$ cat src/acs_pkg.sv
// package: constants and types of the axis correction and sync-start block
package acs_pkg;

  localparam int unsigned CLK_HZ = 50_000_000;

  // register selects on the write/read port
  localparam logic [3:0] SEL_CORR_ENV    = 4'h0;
  localparam logic [3:0] SEL_CNT_ENV     = 4'h1;
  localparam logic [3:0] SEL_OP_MODE     = 4'h2;
  localparam logic [3:0] SEL_SYNC_ENV    = 4'h3;
  localparam logic [3:0] SEL_VIB_ENV     = 4'h4;
  localparam logic [3:0] SEL_CORR_RATE   = 4'h5;
  localparam logic [3:0] SEL_HS_RATE     = 4'h6;
  localparam logic [3:0] SEL_TARGET      = 4'h7;
  localparam logic [3:0] SEL_IRQ_EN      = 4'h8;
  localparam logic [3:0] SEL_NEXT_TARGET = 4'h9;
  localparam logic [3:0] SEL_NEXT_MODE   = 4'ha;
  localparam logic [3:0] SEL_START       = 4'hb;
  localparam logic [3:0] SEL_EVT_FACTOR  = 4'hc;
  localparam logic [3:0] SEL_EXT_STATUS  = 4'hd;

  // field positions
  localparam int AMT_LSB  = 0;
  localparam int METH_LSB = 12;
  localparam int CUEN_LSB = 16;
  localparam int MSY_LSB  = 18;
  localparam int MAX_LSB  = 20;
  localparam int SYO_LSB  = 16;
  localparam int SYI_LSB  = 20;
  localparam int RT_LSB   = 0;
  localparam int FT_LSB   = 16;
  localparam int IRQ_SYNC_BIT = 13;

  // extension status bit positions
  localparam int STS_WAIT_EXT  = 0;
  localparam int STS_WAIT_SYNC = 1;
  localparam int STS_WAIT_STOP = 2;
  localparam int STS_CORR      = 3;
  localparam int STS_VIB       = 4;
  localparam int STS_RUN       = 5;
  localparam int STS_NEXT      = 6;

  // field codes
  localparam logic [1:0] METH_NONE  = 2'h0;
  localparam logic [1:0] METH_BACK  = 2'h1;
  localparam logic [1:0] METH_SLIP  = 2'h2;
  localparam logic [1:0] SYF_EXT    = 2'h1;
  localparam logic [1:0] SYF_INT    = 2'h2;
  localparam logic [1:0] SYF_STOP   = 2'h3;
  localparam logic [3:0] SYO_CMP1   = 4'h1;
  localparam logic [3:0] SYO_CMP5   = 4'h5;
  localparam logic [3:0] SYO_ACC_S  = 4'h8;
  localparam logic [3:0] SYO_DEC_E  = 4'hb;

  // reset values
  localparam logic [31:0] RST_WORD  = 32'h0000_0000;
  localparam logic [15:0] RST_RATE  = 16'h0001;

  typedef enum logic [2:0] {
    ST_IDLE, ST_WAIT_EXT, ST_WAIT_SYNC, ST_WAIT_STOP,
    ST_CORR, ST_CMD, ST_VIB_REV, ST_VIB_FWD
  } acs_state_e;

  typedef struct packed {
    logic        en;
    logic [3:0]  sel;
    logic [31:0] data;
  } acs_wr_s;

  typedef struct packed {
    logic       pulse;
    logic       dir_minus;
    logic [3:0] cnt_step;
  } acs_pulse_s;

endpackage

$ cat src/acs_axis.sv
// one axis: correction, vibration suppression, synchronised start
`timescale 1ns/1ps
`default_nettype none
// Notes on behaviour
// - correction emits amount pulses at correction rate
// - backlash corrects on each direction reversal
// - slip corrects before every operation
// - correction amount is twelve bits, 0..4095
// - method field: none, backlash, slip
// - per-counter correction enables at bits 19..16
// - after command pulses, one reverse, one forward
// - suppression only when both times nonzero
// - factor 11 starts on stop of axes
// - factor 10 starts on source sync pulse
// - four-bit mask picks stop-trigger axes
// - sync output timing: comparators or phases
// - two-bit field picks sync source axis
// - sync emission raises event factor, interrupt
// - start when one stops, others stopped
// - only moving-to-stopped edges trigger start
// - preregisters chain next operation without stop
// - external start input releases waiting axis
module acs_axis (
  input  wire logic              clock,
  input  wire logic              reset,
  input  wire acs_pkg::acs_wr_s  host_wr,
  input  wire logic              rd_en,
  input  wire logic [3:0]        rd_sel,
  output logic [31:0]            rd_data,
  input  wire logic              ext_sync_start_in_n,
  input  wire logic [4:0]        cmp_hit,
  input  wire logic [3:0]        axis_running,
  input  wire logic [3:0]        sync_bus,
  output acs_pkg::acs_pulse_s    motor,
  output logic                   sync_out,
  output logic                   irq_out,
  output logic                   running_out
);

  typedef struct packed {
    acs_pkg::acs_state_e st;
    logic [11:0]         corr_amt;
    logic [1:0]          meth;
    logic [3:0]          cu_en;
    logic [31:0]         mode;
    logic [31:0]         sync_env;
    logic [15:0]         rt;
    logic [15:0]         ft;
    logic [15:0]         corr_rate;
    logic [15:0]         hs_rate;
    logic [27:0]         target;
    logic [31:0]         irq_en;
    logic [27:0]         nxt_target;
    logic [31:0]         nxt_mode;
    logic                nxt_valid;
    logic [27:0]         left;
    logic [11:0]         corr_left;
    logic                dir;
    logic                last_dir;
    logic                moved;
    logic [15:0]         wait_cnt;
    logic [3:0]          run_prev;
    logic [3:0]          phase;
    logic [31:0]         evt_factor;
    logic [31:0]         rd_data;
    acs_pkg::acs_pulse_s motor;
    logic                sync_out;
    logic                irq;
    logic                running;
  } acs_axis_s;

  acs_axis_s s_r;
  acs_axis_s s_nxt;

  logic ext_start_n;
  logic corr_tick;
  logic cmd_tick;

  acs_sync2 u_ext_sync (
    .clock (clock),
    .reset (reset),
    .d     (ext_sync_start_in_n),
    .q     (ext_start_n)
  );

  acs_rate_div u_corr_div (
    .clock  (clock),
    .reset  (reset),
    .run    (s_r.st == acs_pkg::ST_CORR),
    .period (s_r.corr_rate),
    .tick   (corr_tick)
  );

  acs_rate_div u_cmd_div (
    .clock  (clock),
    .reset  (reset),
    .run    (s_r.st == acs_pkg::ST_CMD),
    .period (s_r.hs_rate),
    .tick   (cmd_tick)
  );

  // leave any wait and begin pulse output
  function automatic acs_axis_s go_move(input acs_axis_s s);
    acs_axis_s o;
    logic      need;
    o    = s;
    need = 1'b0;
    if (s.meth == acs_pkg::METH_SLIP)
      need = 1'b1;
    else if (s.meth == acs_pkg::METH_BACK)
      need = s.moved && (s.dir != s.last_dir);
    o.moved    = 1'b1;
    o.last_dir = s.dir;
    if (need && s.corr_amt != 12'h000)
    begin
      o.st        = acs_pkg::ST_CORR;
      o.corr_left = s.corr_amt;
    end
    else
    begin
      o.st       = acs_pkg::ST_CMD;
      o.phase[0] = 1'b1;
      o.phase[1] = 1'b1;
    end
    return o;
  endfunction

  // take mode and target, then wait for the chosen start factor; factor 00 moves at once
  function automatic acs_axis_s launch(input acs_axis_s s);
    acs_axis_s o;
    o      = s;
    o.dir  = s.target[27];
    o.left = s.target[27] ? 28'(-s.target) : s.target;
    case (s.mode[acs_pkg::MSY_LSB +: 2])
      // hold for the external start input
      acs_pkg::SYF_EXT:  o.st = acs_pkg::ST_WAIT_EXT;
      acs_pkg::SYF_INT:  o.st = acs_pkg::ST_WAIT_SYNC;
      acs_pkg::SYF_STOP: o.st = acs_pkg::ST_WAIT_STOP;
      default:           o = go_move(o);
    endcase
    return o;
  endfunction

  // end of operation: chain preregisters or stop
  function automatic acs_axis_s finish(input acs_axis_s s);
    acs_axis_s o;
    o = s;
    // continue into the next operation with no stop
    if (s.nxt_valid)
    begin
      o.mode      = s.nxt_mode;
      o.target    = s.nxt_target;
      o.nxt_valid = 1'b0;
      o           = launch(o);
    end
    else
      o.st = acs_pkg::ST_IDLE;
    return o;
  endfunction

  logic [3:0]  stop_edge;
  logic [3:0]  axis_mask;
  logic [3:0]  syo;
  logic        sync_hit;
  logic [31:0] status;

  always_comb
  begin
    s_nxt          = s_r;
    s_nxt.motor    = '0;
    s_nxt.phase    = 4'h0;
    s_nxt.run_prev = axis_running;
    axis_mask      = s_r.mode[acs_pkg::MAX_LSB +: 4];
    stop_edge      = s_r.run_prev & ~axis_running & axis_mask;
    syo            = s_r.sync_env[acs_pkg::SYO_LSB +: 4];
    status         = 32'h0000_0000;

    // register writes
    if (host_wr.en)
    begin
      case (host_wr.sel)
        acs_pkg::SEL_CORR_ENV:
        begin
          s_nxt.corr_amt = host_wr.data[acs_pkg::AMT_LSB +: 12];
          s_nxt.meth     = host_wr.data[acs_pkg::METH_LSB +: 2];
        end
        acs_pkg::SEL_CNT_ENV:
          s_nxt.cu_en = host_wr.data[acs_pkg::CUEN_LSB +: 4];
        acs_pkg::SEL_OP_MODE:     s_nxt.mode     = host_wr.data;
        acs_pkg::SEL_SYNC_ENV:    s_nxt.sync_env = host_wr.data;
        acs_pkg::SEL_VIB_ENV:
        begin
          s_nxt.rt = host_wr.data[acs_pkg::RT_LSB +: 16];
          s_nxt.ft = host_wr.data[acs_pkg::FT_LSB +: 16];
        end
        acs_pkg::SEL_CORR_RATE:   s_nxt.corr_rate = host_wr.data[15:0];
        acs_pkg::SEL_HS_RATE:     s_nxt.hs_rate   = host_wr.data[15:0];
        acs_pkg::SEL_TARGET:      s_nxt.target    = host_wr.data[27:0];
        acs_pkg::SEL_IRQ_EN:      s_nxt.irq_en    = host_wr.data;
        acs_pkg::SEL_NEXT_TARGET: s_nxt.nxt_target = host_wr.data[27:0];
        acs_pkg::SEL_NEXT_MODE:   s_nxt.nxt_mode  = host_wr.data;
        acs_pkg::SEL_START:
        begin
          // a start while busy queues the preregisters
          if (s_r.st != acs_pkg::ST_IDLE)
            s_nxt.nxt_valid = 1'b1;
          else
            s_nxt = launch(s_nxt);
        end
        default: ;
      endcase
    end

    case (s_r.st)
      acs_pkg::ST_IDLE: ;
      // active-low start input releases the axis
      acs_pkg::ST_WAIT_EXT:
        if (!ext_start_n)
          s_nxt = go_move(s_nxt);
      acs_pkg::ST_WAIT_SYNC:
        if (sync_bus[s_r.sync_env[acs_pkg::SYI_LSB +: 2]])
          s_nxt = go_move(s_nxt);
      // one selected stops, all selected stopped
      acs_pkg::ST_WAIT_STOP:
        // only a falling running level counts
        if (stop_edge != 4'h0 && (axis_running & axis_mask) == 4'h0)
          s_nxt = go_move(s_nxt);
      acs_pkg::ST_CORR:
        if (corr_tick)
        begin
          s_nxt.motor.pulse     = 1'b1;
          s_nxt.motor.dir_minus = s_r.dir;
          s_nxt.motor.cnt_step  = s_r.cu_en;
          s_nxt.corr_left       = 12'(s_r.corr_left - 12'h001);
          // command starts after the last correction
          if (s_r.corr_left == 12'h001)
          begin
            s_nxt.st       = acs_pkg::ST_CMD;
            s_nxt.phase[0] = 1'b1;
            s_nxt.phase[1] = 1'b1;
          end
        end
      acs_pkg::ST_CMD:
        if (s_r.left == 28'h000_0000 || cmd_tick)
        begin
          if (s_r.left != 28'h000_0000)
          begin
            s_nxt.motor.pulse     = 1'b1;
            s_nxt.motor.dir_minus = s_r.dir;
            s_nxt.motor.cnt_step  = 4'hf;
            s_nxt.left            = 28'(s_r.left - 28'h000_0001);
          end
          if (s_r.left <= 28'h000_0001)
          begin
            s_nxt.phase[2] = 1'b1;
            s_nxt.phase[3] = 1'b1;
            if (s_r.rt != 16'h0000 && s_r.ft != 16'h0000)
            begin
              s_nxt.st       = acs_pkg::ST_VIB_REV;
              s_nxt.wait_cnt = s_r.rt;
            end
            else
              s_nxt = finish(s_nxt);
          end
        end
      acs_pkg::ST_VIB_REV:
        if (s_r.wait_cnt == 16'h0001)
        begin
          s_nxt.motor.pulse     = 1'b1;
          s_nxt.motor.dir_minus = ~s_r.dir;
          s_nxt.motor.cnt_step  = 4'hf;
          s_nxt.wait_cnt        = s_r.ft;
          s_nxt.st              = acs_pkg::ST_VIB_FWD;
        end
        else
          s_nxt.wait_cnt = 16'(s_r.wait_cnt - 16'h0001);
      acs_pkg::ST_VIB_FWD:
        if (s_r.wait_cnt == 16'h0001)
        begin
          s_nxt.motor.pulse     = 1'b1;
          s_nxt.motor.dir_minus = s_r.dir;
          s_nxt.motor.cnt_step  = 4'hf;
          s_nxt                 = finish(s_nxt);
        end
        else
          s_nxt.wait_cnt = 16'(s_r.wait_cnt - 16'h0001);
      default: s_nxt.st = acs_pkg::ST_IDLE;
    endcase

    // pick the event that emits the sync pulse
    sync_hit = 1'b0;
    if (syo >= acs_pkg::SYO_CMP1 && syo <= acs_pkg::SYO_CMP5)
      sync_hit = cmp_hit[3'(syo - acs_pkg::SYO_CMP1)];
    else if (syo >= acs_pkg::SYO_ACC_S && syo <= acs_pkg::SYO_DEC_E)
      sync_hit = s_r.phase[2'(syo - acs_pkg::SYO_ACC_S)];
    s_nxt.sync_out = sync_hit;

    status[acs_pkg::STS_WAIT_EXT]  = s_r.st == acs_pkg::ST_WAIT_EXT;
    status[acs_pkg::STS_WAIT_SYNC] = s_r.st == acs_pkg::ST_WAIT_SYNC;
    status[acs_pkg::STS_WAIT_STOP] = s_r.st == acs_pkg::ST_WAIT_STOP;
    status[acs_pkg::STS_CORR]      = s_r.st == acs_pkg::ST_CORR;
    status[acs_pkg::STS_VIB]       = s_r.st == acs_pkg::ST_VIB_REV ||
                                     s_r.st == acs_pkg::ST_VIB_FWD;
    status[acs_pkg::STS_RUN]       = s_r.st != acs_pkg::ST_IDLE;
    status[acs_pkg::STS_NEXT]      = s_r.nxt_valid;

    // reads; event factor clears on read
    if (rd_en)
    begin
      case (rd_sel)
        acs_pkg::SEL_EVT_FACTOR:
        begin
          s_nxt.rd_data    = s_r.evt_factor;
          s_nxt.evt_factor = 32'h0000_0000;
        end
        acs_pkg::SEL_EXT_STATUS: s_nxt.rd_data = status;
        default:                 s_nxt.rd_data = 32'h0000_0000;
      endcase
    end

    // sync emission sets the factor; set beats clear
    if (sync_hit && s_r.irq_en[acs_pkg::IRQ_SYNC_BIT])
      s_nxt.evt_factor[acs_pkg::IRQ_SYNC_BIT] = 1'b1;
    s_nxt.irq = s_nxt.evt_factor != 32'h0000_0000;
    s_nxt.running = s_nxt.st != acs_pkg::ST_IDLE;
  end

  always_ff @(posedge clock or posedge reset)
  begin
    if (reset)
    begin
      s_r           <= '0;
      s_r.st        <= acs_pkg::ST_IDLE;
      s_r.mode      <= acs_pkg::RST_WORD;
      s_r.corr_rate <= acs_pkg::RST_RATE;
      s_r.hs_rate   <= acs_pkg::RST_RATE;
    end
    else
      s_r <= s_nxt;
  end

  assign rd_data     = s_r.rd_data;
  assign motor       = s_r.motor;
  assign sync_out    = s_r.sync_out;
  assign irq_out     = s_r.irq;
  assign running_out = s_r.running;
endmodule // acs_axis
`default_nettype wire

$ cat src/acs_rate_div.sv
// rate divider: one-cycle tick every period cycles while run is high
`timescale 1ns/1ps
`default_nettype none
module acs_rate_div (
  input  wire logic        clock,
  input  wire logic        reset,
  input  wire logic        run,
  input  wire logic [15:0] period,
  output logic             tick
);
  typedef struct packed {
    logic [15:0] cnt;
    logic        tick;
  } acs_div_s;

  acs_div_s s_r;
  acs_div_s s_nxt;

  always_comb
  begin
    s_nxt      = s_r;
    s_nxt.tick = 1'b0;
    if (!run)
      s_nxt.cnt = 16'h0000;
    // zero period behaves as one
    else if (16'(s_r.cnt + 16'h0001) >= period)
    begin
      s_nxt.cnt  = 16'h0000;
      s_nxt.tick = 1'b1;
    end
    else
      s_nxt.cnt = 16'(s_r.cnt + 16'h0001);
  end

  always_ff @(posedge clock or posedge reset)
  begin
    if (reset)
      s_r <= '0;
    else
      s_r <= s_nxt;
  end

  assign tick = s_r.tick & run;
endmodule // acs_rate_div
`default_nettype wire

$ cat src/acs_sync2.sv
// two-flop synchroniser for a pin level
`timescale 1ns/1ps
`default_nettype none
module acs_sync2 (
  input  wire logic clock,
  input  wire logic reset,
  input  wire logic d,
  output logic      q
);
  typedef struct packed {
    logic meta;
    logic stable;
  } acs_sync_s;

  acs_sync_s s_r;
  acs_sync_s s_nxt;

  always_comb
  begin
    s_nxt.meta   = d;
    s_nxt.stable = s_r.meta;
  end

  // idle level of an active-low pin is high
  always_ff @(posedge clock or posedge reset)
  begin
    if (reset)
      s_r <= 2'b11;
    else
      s_r <= s_nxt;
  end

  assign q = s_r.stable;
endmodule // acs_sync2
`default_nettype wire

$ cat config.mk
export PLATFORM = sky130hd
export DESIGN_NAME = acs_axis
export DESIGN_NICKNAME = d
export VERILOG_FILES = /design/src/acs_pkg.sv /design/src/acs_axis.sv /design/src/acs_rate_div.sv /design/src/acs_sync2.sv
export SDC_FILE = /design/constraint.sdc
export NUM_CORES = 1
export LEC_CHECK = 0
export ABC_CLOCK_PERIOD_IN_PS = 29400
export CORE_MARGIN = 1
export CORE_UTILIZATION = 55
export CTS_BUF_LIST = sky130_fd_sc_hd__clkbuf_4 sky130_fd_sc_hd__clkbuf_8
export DETAILED_ROUTE_END_ITERATION = 6
export DONT_BUFFER_PORTS = 1
export GPL_ROUTABILITY_DRIVEN = 0
export PLACE_DENSITY_LB_ADDON = 0.1
export SYNTH_ARGS = -nofsm -noshare
export SYNTH_HDL_FRONTEND = slang
export SYNTH_SLANG_ARGS = --single-unit
export TNS_END_PERCENT = 1
$ cat constraint.sdc
create_clock -name clock -period 29.4 [get_ports clock]
set_clock_uncertainty 0.2 [all_clocks]
set_input_delay 2.94 -clock clock [delete_from_list [all_inputs] [get_ports clock]]
set_output_delay 2.94 -clock clock [all_outputs]
set_load 0.005 [all_outputs]
# Word-level counts from Yosys, hierarchy flattened
# Cells that the tools add are included.
dict set report word_totals {
  register_bits 446
  inputBits 58
  output_inout_bits 41
  elab_cells 255
}
dict set report op_classes {
  n_addsub 9
  magnitude_cmp 10
  n_eq_ne 35
  mux 127
  bitwise_logic 7
  reduce_logical 30
}
# operator n
set op_table {}
lappend op_table {{$mux W410} 6}
lappend op_table {{$pmux W295 S5} 1}
lappend op_table {{$mux W389} 2}
lappend op_table {{$pmux W32 S2} 6}
lappend op_table {{$mux W112} 3}
lappend op_table {{$pmux W64 S5} 1}
lappend op_table {{$mux W313} 1}
lappend op_table {{$mux W292} 1}
lappend op_table {{$mux W269} 1}
lappend op_table {{$mux W81} 2}
lappend op_table {{$mux W141} 1}
lappend op_table {{$mux W140} 1}
lappend op_table {{$mux W28} 5}
lappend op_table {{$mux W16} 7}
lappend op_table {{$pmux W28 S2} 2}
lappend op_table {{$pmux W16 S6} 1}
lappend op_table {{$mux W12} 7}
lappend op_table {{$pmux W12 S6} 1}
lappend op_table {{$mux W64} 1}
lappend op_table {{$pmux W16 S2} 2}
lappend op_table {{$neg A28 Y28} 2}
lappend op_table {{$pmux W6 S7} 1}
lappend op_table {{$mux W1} 41}
lappend op_table {{$add A16 B1 Y16 const B} 2}
lappend op_table {{53 further kinds} 120}

# Longest topological paths before layout
dict set report logic_depth {
  ltp_word 36
  ltp_mapped 15
  mapped_depth_nobuf 14
}

# Cells and area by module
# From an unflattened synthesis, not the netlist that was laid out.
dict set report hier_totals {
  hier_cells 1977
  area_unflattened_um2 18906.9
}
# mod n_inst cells_per_inst area_each_um2 seq_area_each_um2
set modules_own_cells {}
lappend modules_own_cells {acs_axis 1 1706 16383.2 7484.7}
lappend modules_own_cells {acs_rate_div 2 134 1233.7 425.4}
lappend modules_own_cells {acs_sync2 1 3 56.3 52.6}

# Least setup slack after synthesis
# OpenSTA, ideal clock, no wires.
dict set report synth_path {
  path_kind {input-to-reg}
  from {input port host_wr[35] (netlist bit)}
  to {register s_r[122] (netlist bit)}
  setup_ns 0.133
  t_arrival_ns 5.905
  t_required_ns 29.067
  path_slack_ns 23.163
  path_stages 13
  n_path_buf 3
  path_cell_list {nor2b_1 buf_2 nand2_1 clkbuf_1 buf_1 mux2i_1 ha_1 a21bo_2 o21ai_0 xnor2_1 a211oi_1 a221oi_1 o22ai_1}
}
# element line
set synth_rtl {}
lappend synth_rtl {{from (decl)} acs_axis.sv:26} ;# input wire acs_pkg::acs_wr_s host_wr,
lappend synth_rtl {{to (signal assigned)} acs_axis.sv:339} ;# s_r <= s_nxt;
lappend synth_rtl {{to (decl)} acs_axis.sv:72} ;# acs_axis_s s_r;

==> run_results.csv <==
group,metric,value,unit
flow_run,maxCapViolations,0,
global_routing,global_route.peak_usage_layer,"met2",
yosys,async_flop_share,100,%
routing,drt_drc_violations_left,0,
global_routing,grt_pass1_vias,14800,
sta,hold_viol,0,
clocking,path_clk_slew,60,ps
floorplanning,die_area,0.0352,mm^2
global_routing,use_met1,42.7,%
worst_setup_path,worstPathRequired,29630,ps
cells_and_area,drive_gt1_share,11.8,%
worst_setup_path,path_buf_inv,0,
clocking,cts_buffer_depth,3,
sta,fin_crit,6200,ps
yosys,synth_fa_ha_area_share,2.91,%
sta,final.setup.tns,0,ps
worst_setup_path,path_depth,7,
hold_path,hold_path.class,"reg -> reg",
routing,drtPass1Iterations,6,
floorplanning,core_area,0.0337,mm^2
yosys,synth.avg_cell_area,9.30,um^2
clocking,ctsResizeCount,0,
yosys,synth_cells,2035,
clocking,h-tree-depth,2,
global_routing,grt_max_degree,135,
worst_setup_path,end_kind,"flop",
yosys,syn-cell-area,0.0189,mm^2
clocking,cts_tree,"yes",
yosys,synthFlopType,"dfrtp_1",
yosys,synthSimpleGateAreaFrac,17.9,%
global_routing,track_usage,30.5,%
floorplanning,rows,67,
worst_setup_path,worst-r2r-cell-count,8,
yosys,yosysSeqAreaShare,44.3,%
yosys,ys_types,85,
cells_and_area,fin_nets,2077,
floorplanning,start_util,56.2,%
placed_design,placed_cells,2364,
sta,rsz0062_at_grt,"false",
yosys,synth_fp_nets,2137,
placed_design,hpwl,37500,um
clocking,post-cts-setup-buffers,0,
hold_path,holdPathStages,0,
routing,via_count,15300,
global_routing,use_met2,47.6,%
yosys,synth-compound-area-share,15.1,%
sta,tightestPinTransition,1330,ps
worst_setup_path,worstSetupPathType,"in -> reg",
placed_design,io_buffers,0,
global_routing,antenna_found_initial,0,
clocking,clock_latency,640,ps
pwr,ir_drop,45.7,uV
floorplanning,ios,99,
global_routing,grt_pass1_wl,84100,um
worst_setup_path,critPathSlowestCell,"a32oi_1",
status,status,"completed",
floorplanning,die_x,188,um
cells_and_area,area_growth,7.06,%
yosys,synth_warnings,0,
worst_setup_path,critPathMaxStageDelay,1050,ps
cells_and_area,n_antenna_cell,0,
worst_setup_path,cp-start-kind,"primary input",
clocking,cts_hold_buffers,0,
routing,wl_per_cell,21.7,um
yosys,synth_mux_area_share,8.27,%
routing,drt_iter0_markers,1589,
cells_and_area,fin_cells,2469,
yosys,synth_edf_count,0,
worst_setup_path,path_delay_family,"compound AO/OA/AOI/OAI gates",
sta,fmax,161,MHz
yosys,synth_xor_area_share,5.41,%
yosys,synth-seq-cells,335,
pwr,power.density,91.4,mW/mm^2
clocking,clock_sinks,335,
sta,final-max-slew-violation-count,0,
sta,min_period_over_period,21.1,%
floorplanning,fp.dieH,188,um
worst_setup_path,path_cells,"nor3b_1, nand2_1, o31ai_1, nor2_1, a21o_1, a32oi_1, o221ai_1",
pwr,leakage,9.52,nW
routing,postRouteAntennaNets,0,
sta,setup-violations-final,0,
sta,relSlewSlack,11.4,%
global_routing,met3_usage,6.23,%
worst_setup_path,crit_fanout,17,
global_routing,grt_overflow,0,
pwr,power.total,1.85,mW
routing,viasPerCell,6.18,
routing,routed_wl,53500,um
yosys,synth_top_family_by_area,"simple AND/OR/NAND/NOR gates",
clocking,cts_root_buf,"clkbuf_8",
worst_setup_path,arrival,6430,ps
clocking,cts_buffers,57,
-- worst paths after layout --
path | from | end | slack, ps
min in group asynchronous | reset | s_r[304] | 2160
setup reg to reg | s_r[120] | s_r[245] | 24730
setup / recovery | host_wr[32] | s_r[108] | 23200
hold reg to reg | u_ext_sync.s_nxt[0] | u_ext_sync.q | 160
max in group asynchronous | reset | u_cmd_div.s_r[9] | 24470
hold / removal | u_ext_sync.s_nxt[0] | u_ext_sync.q | 160
-- metrics by stage --
step / area, um^2 / utilization (%) / hold slack, ps / worst slack (ps)
2_1_floorplan: 18900 / - / 145 / 16990
3_3_place_gp: 19000 / 56.3 / 147 / 22800
3_5_place_dp: 19000 / 56.3 / 147 / 22690
4_1_cts: 20300 / 60.1 / 160 / 23340
5_1_grt: 20300 / 60.1 / 162 / 22920
6_report: 20300 / 60.1 / 160 / 23200
-- sequential cells by signal, summed over array words and instances, names as in the netlist, 4 cells and up --
| signal | cells |
|---|---|
| u_cmd_div.s_r | 17 |
| axis_mask | 4 |
| motor | 6 |
| rd_data | 32 |
| u_corr_div.s_r | 17 |
| s_r | 254 |
-- per-layer routing --
layer / vias to the layer above / wire length [um] / share of wire (%)
met5: - / 0 / 0
met4: 0 / 1390 / 2.6
met3: 110 / 4380 / 8.2
met2: 653 / 24100 / 45
met1: 7457 / 23600 / 44
li1: 7048 / - / -
-- synth_stat cells (6+ instances only) --
cell        n  area share (%)
o221ai_1   20            0.93
and3_1     30            0.99
nand2_1   212             4.2
and2_1      6            0.20
o41ai_1     9            0.42
nor2_1    169             3.4
buf_1      11            0.22
ha_1       44             2.9
a31oi_1    15            0.50
o31ai_1    18            0.71
a21o_1     18            0.71
a221oi_1   25             1.2
or3_1      19            0.63
o211ai_1    7            0.28
buf_4      38             1.5
xor2_1     49             2.3
a211oi_1    9            0.36
dfrtp_1   331              44
nor2b_1    40             1.3
mux2_2     71             4.2
a22oi_1     8            0.32
mux2i_1    72             3.8
or4_1      17            0.67
a21oi_1   106             2.8
nor3_1     40             1.1
nor4_1     42             1.4
o21ai_0   146             3.9
nand3_1    28            0.74
o22ai_1    23            0.76
clkbuf_1   75             1.5
nand2b_1   18            0.59
buf_2      12            0.32
xnor2_1    68             3.1
or2_2       9            0.30
inv_1     117             2.3
nand4_1    21            0.69
nand3b_1    6            0.24
-- worst reg2reg max path, stage by stage (launching register included) --
cell	delay (ps)
dfrtp_1	470
nor4_1	590
nand4b_1	560
or4_1	940
nand2_4	240
nand2b_1	350
o22ai_4	950
nor2_1	120
a21oi_1	170
-- report_power, final --
part,switching (mW),internal [mW],total (mW)
combinational,0.431,0.278,0.709
sequential,0.116,0.562,0.678
clock,0.200,0.265,0.464
-- cells in the final DEF, fill, tap and decap left out, types with 15 or more instances in the layout --
master	instances
a21o_1	18
a21oi_1	105
a221oi_1	25
a31oi_1	15
and3_1	30
buf_4	22
clkbuf_4	18
clkbuf_8	73
dfrtp_1	331
ha_1	44
inv_1	116
mux2_2	71
mux2i_1	72
nand2_1	212
nand2b_1	18
nand3_1	28
nand4_1	21
nor2_1	166
nor2b_1	40
nor3_1	39
nor4_1	42
o21ai_0	145
o221ai_1	20
o22ai_1	23
o31ai_1	18
or3_1	19
or4_1	17
xnor2_1	68
xor2_1	49
-- logic make-up after synthesis --
kind of cell / Yosys count
XOR/XNOR: 117
buffers and inverters: 258
AO/OA/AOI/OAI: 451
multiplexers: 145
flip-flops: 335
adder cells (fa/ha/maj): 44
AND/OR/NAND/NOR: 685
-- area by class of cell --
cell class                 count  area, um^2
clock buffer                  91        1140
timing repair buffer          22         165
fill                        2970       13400
multi-input combinational   1442        9420
sequential                   335        8390
clock inverter                14         139
inverter                     117         447
tap                          448         561
(Power assumes the default switching activity.)
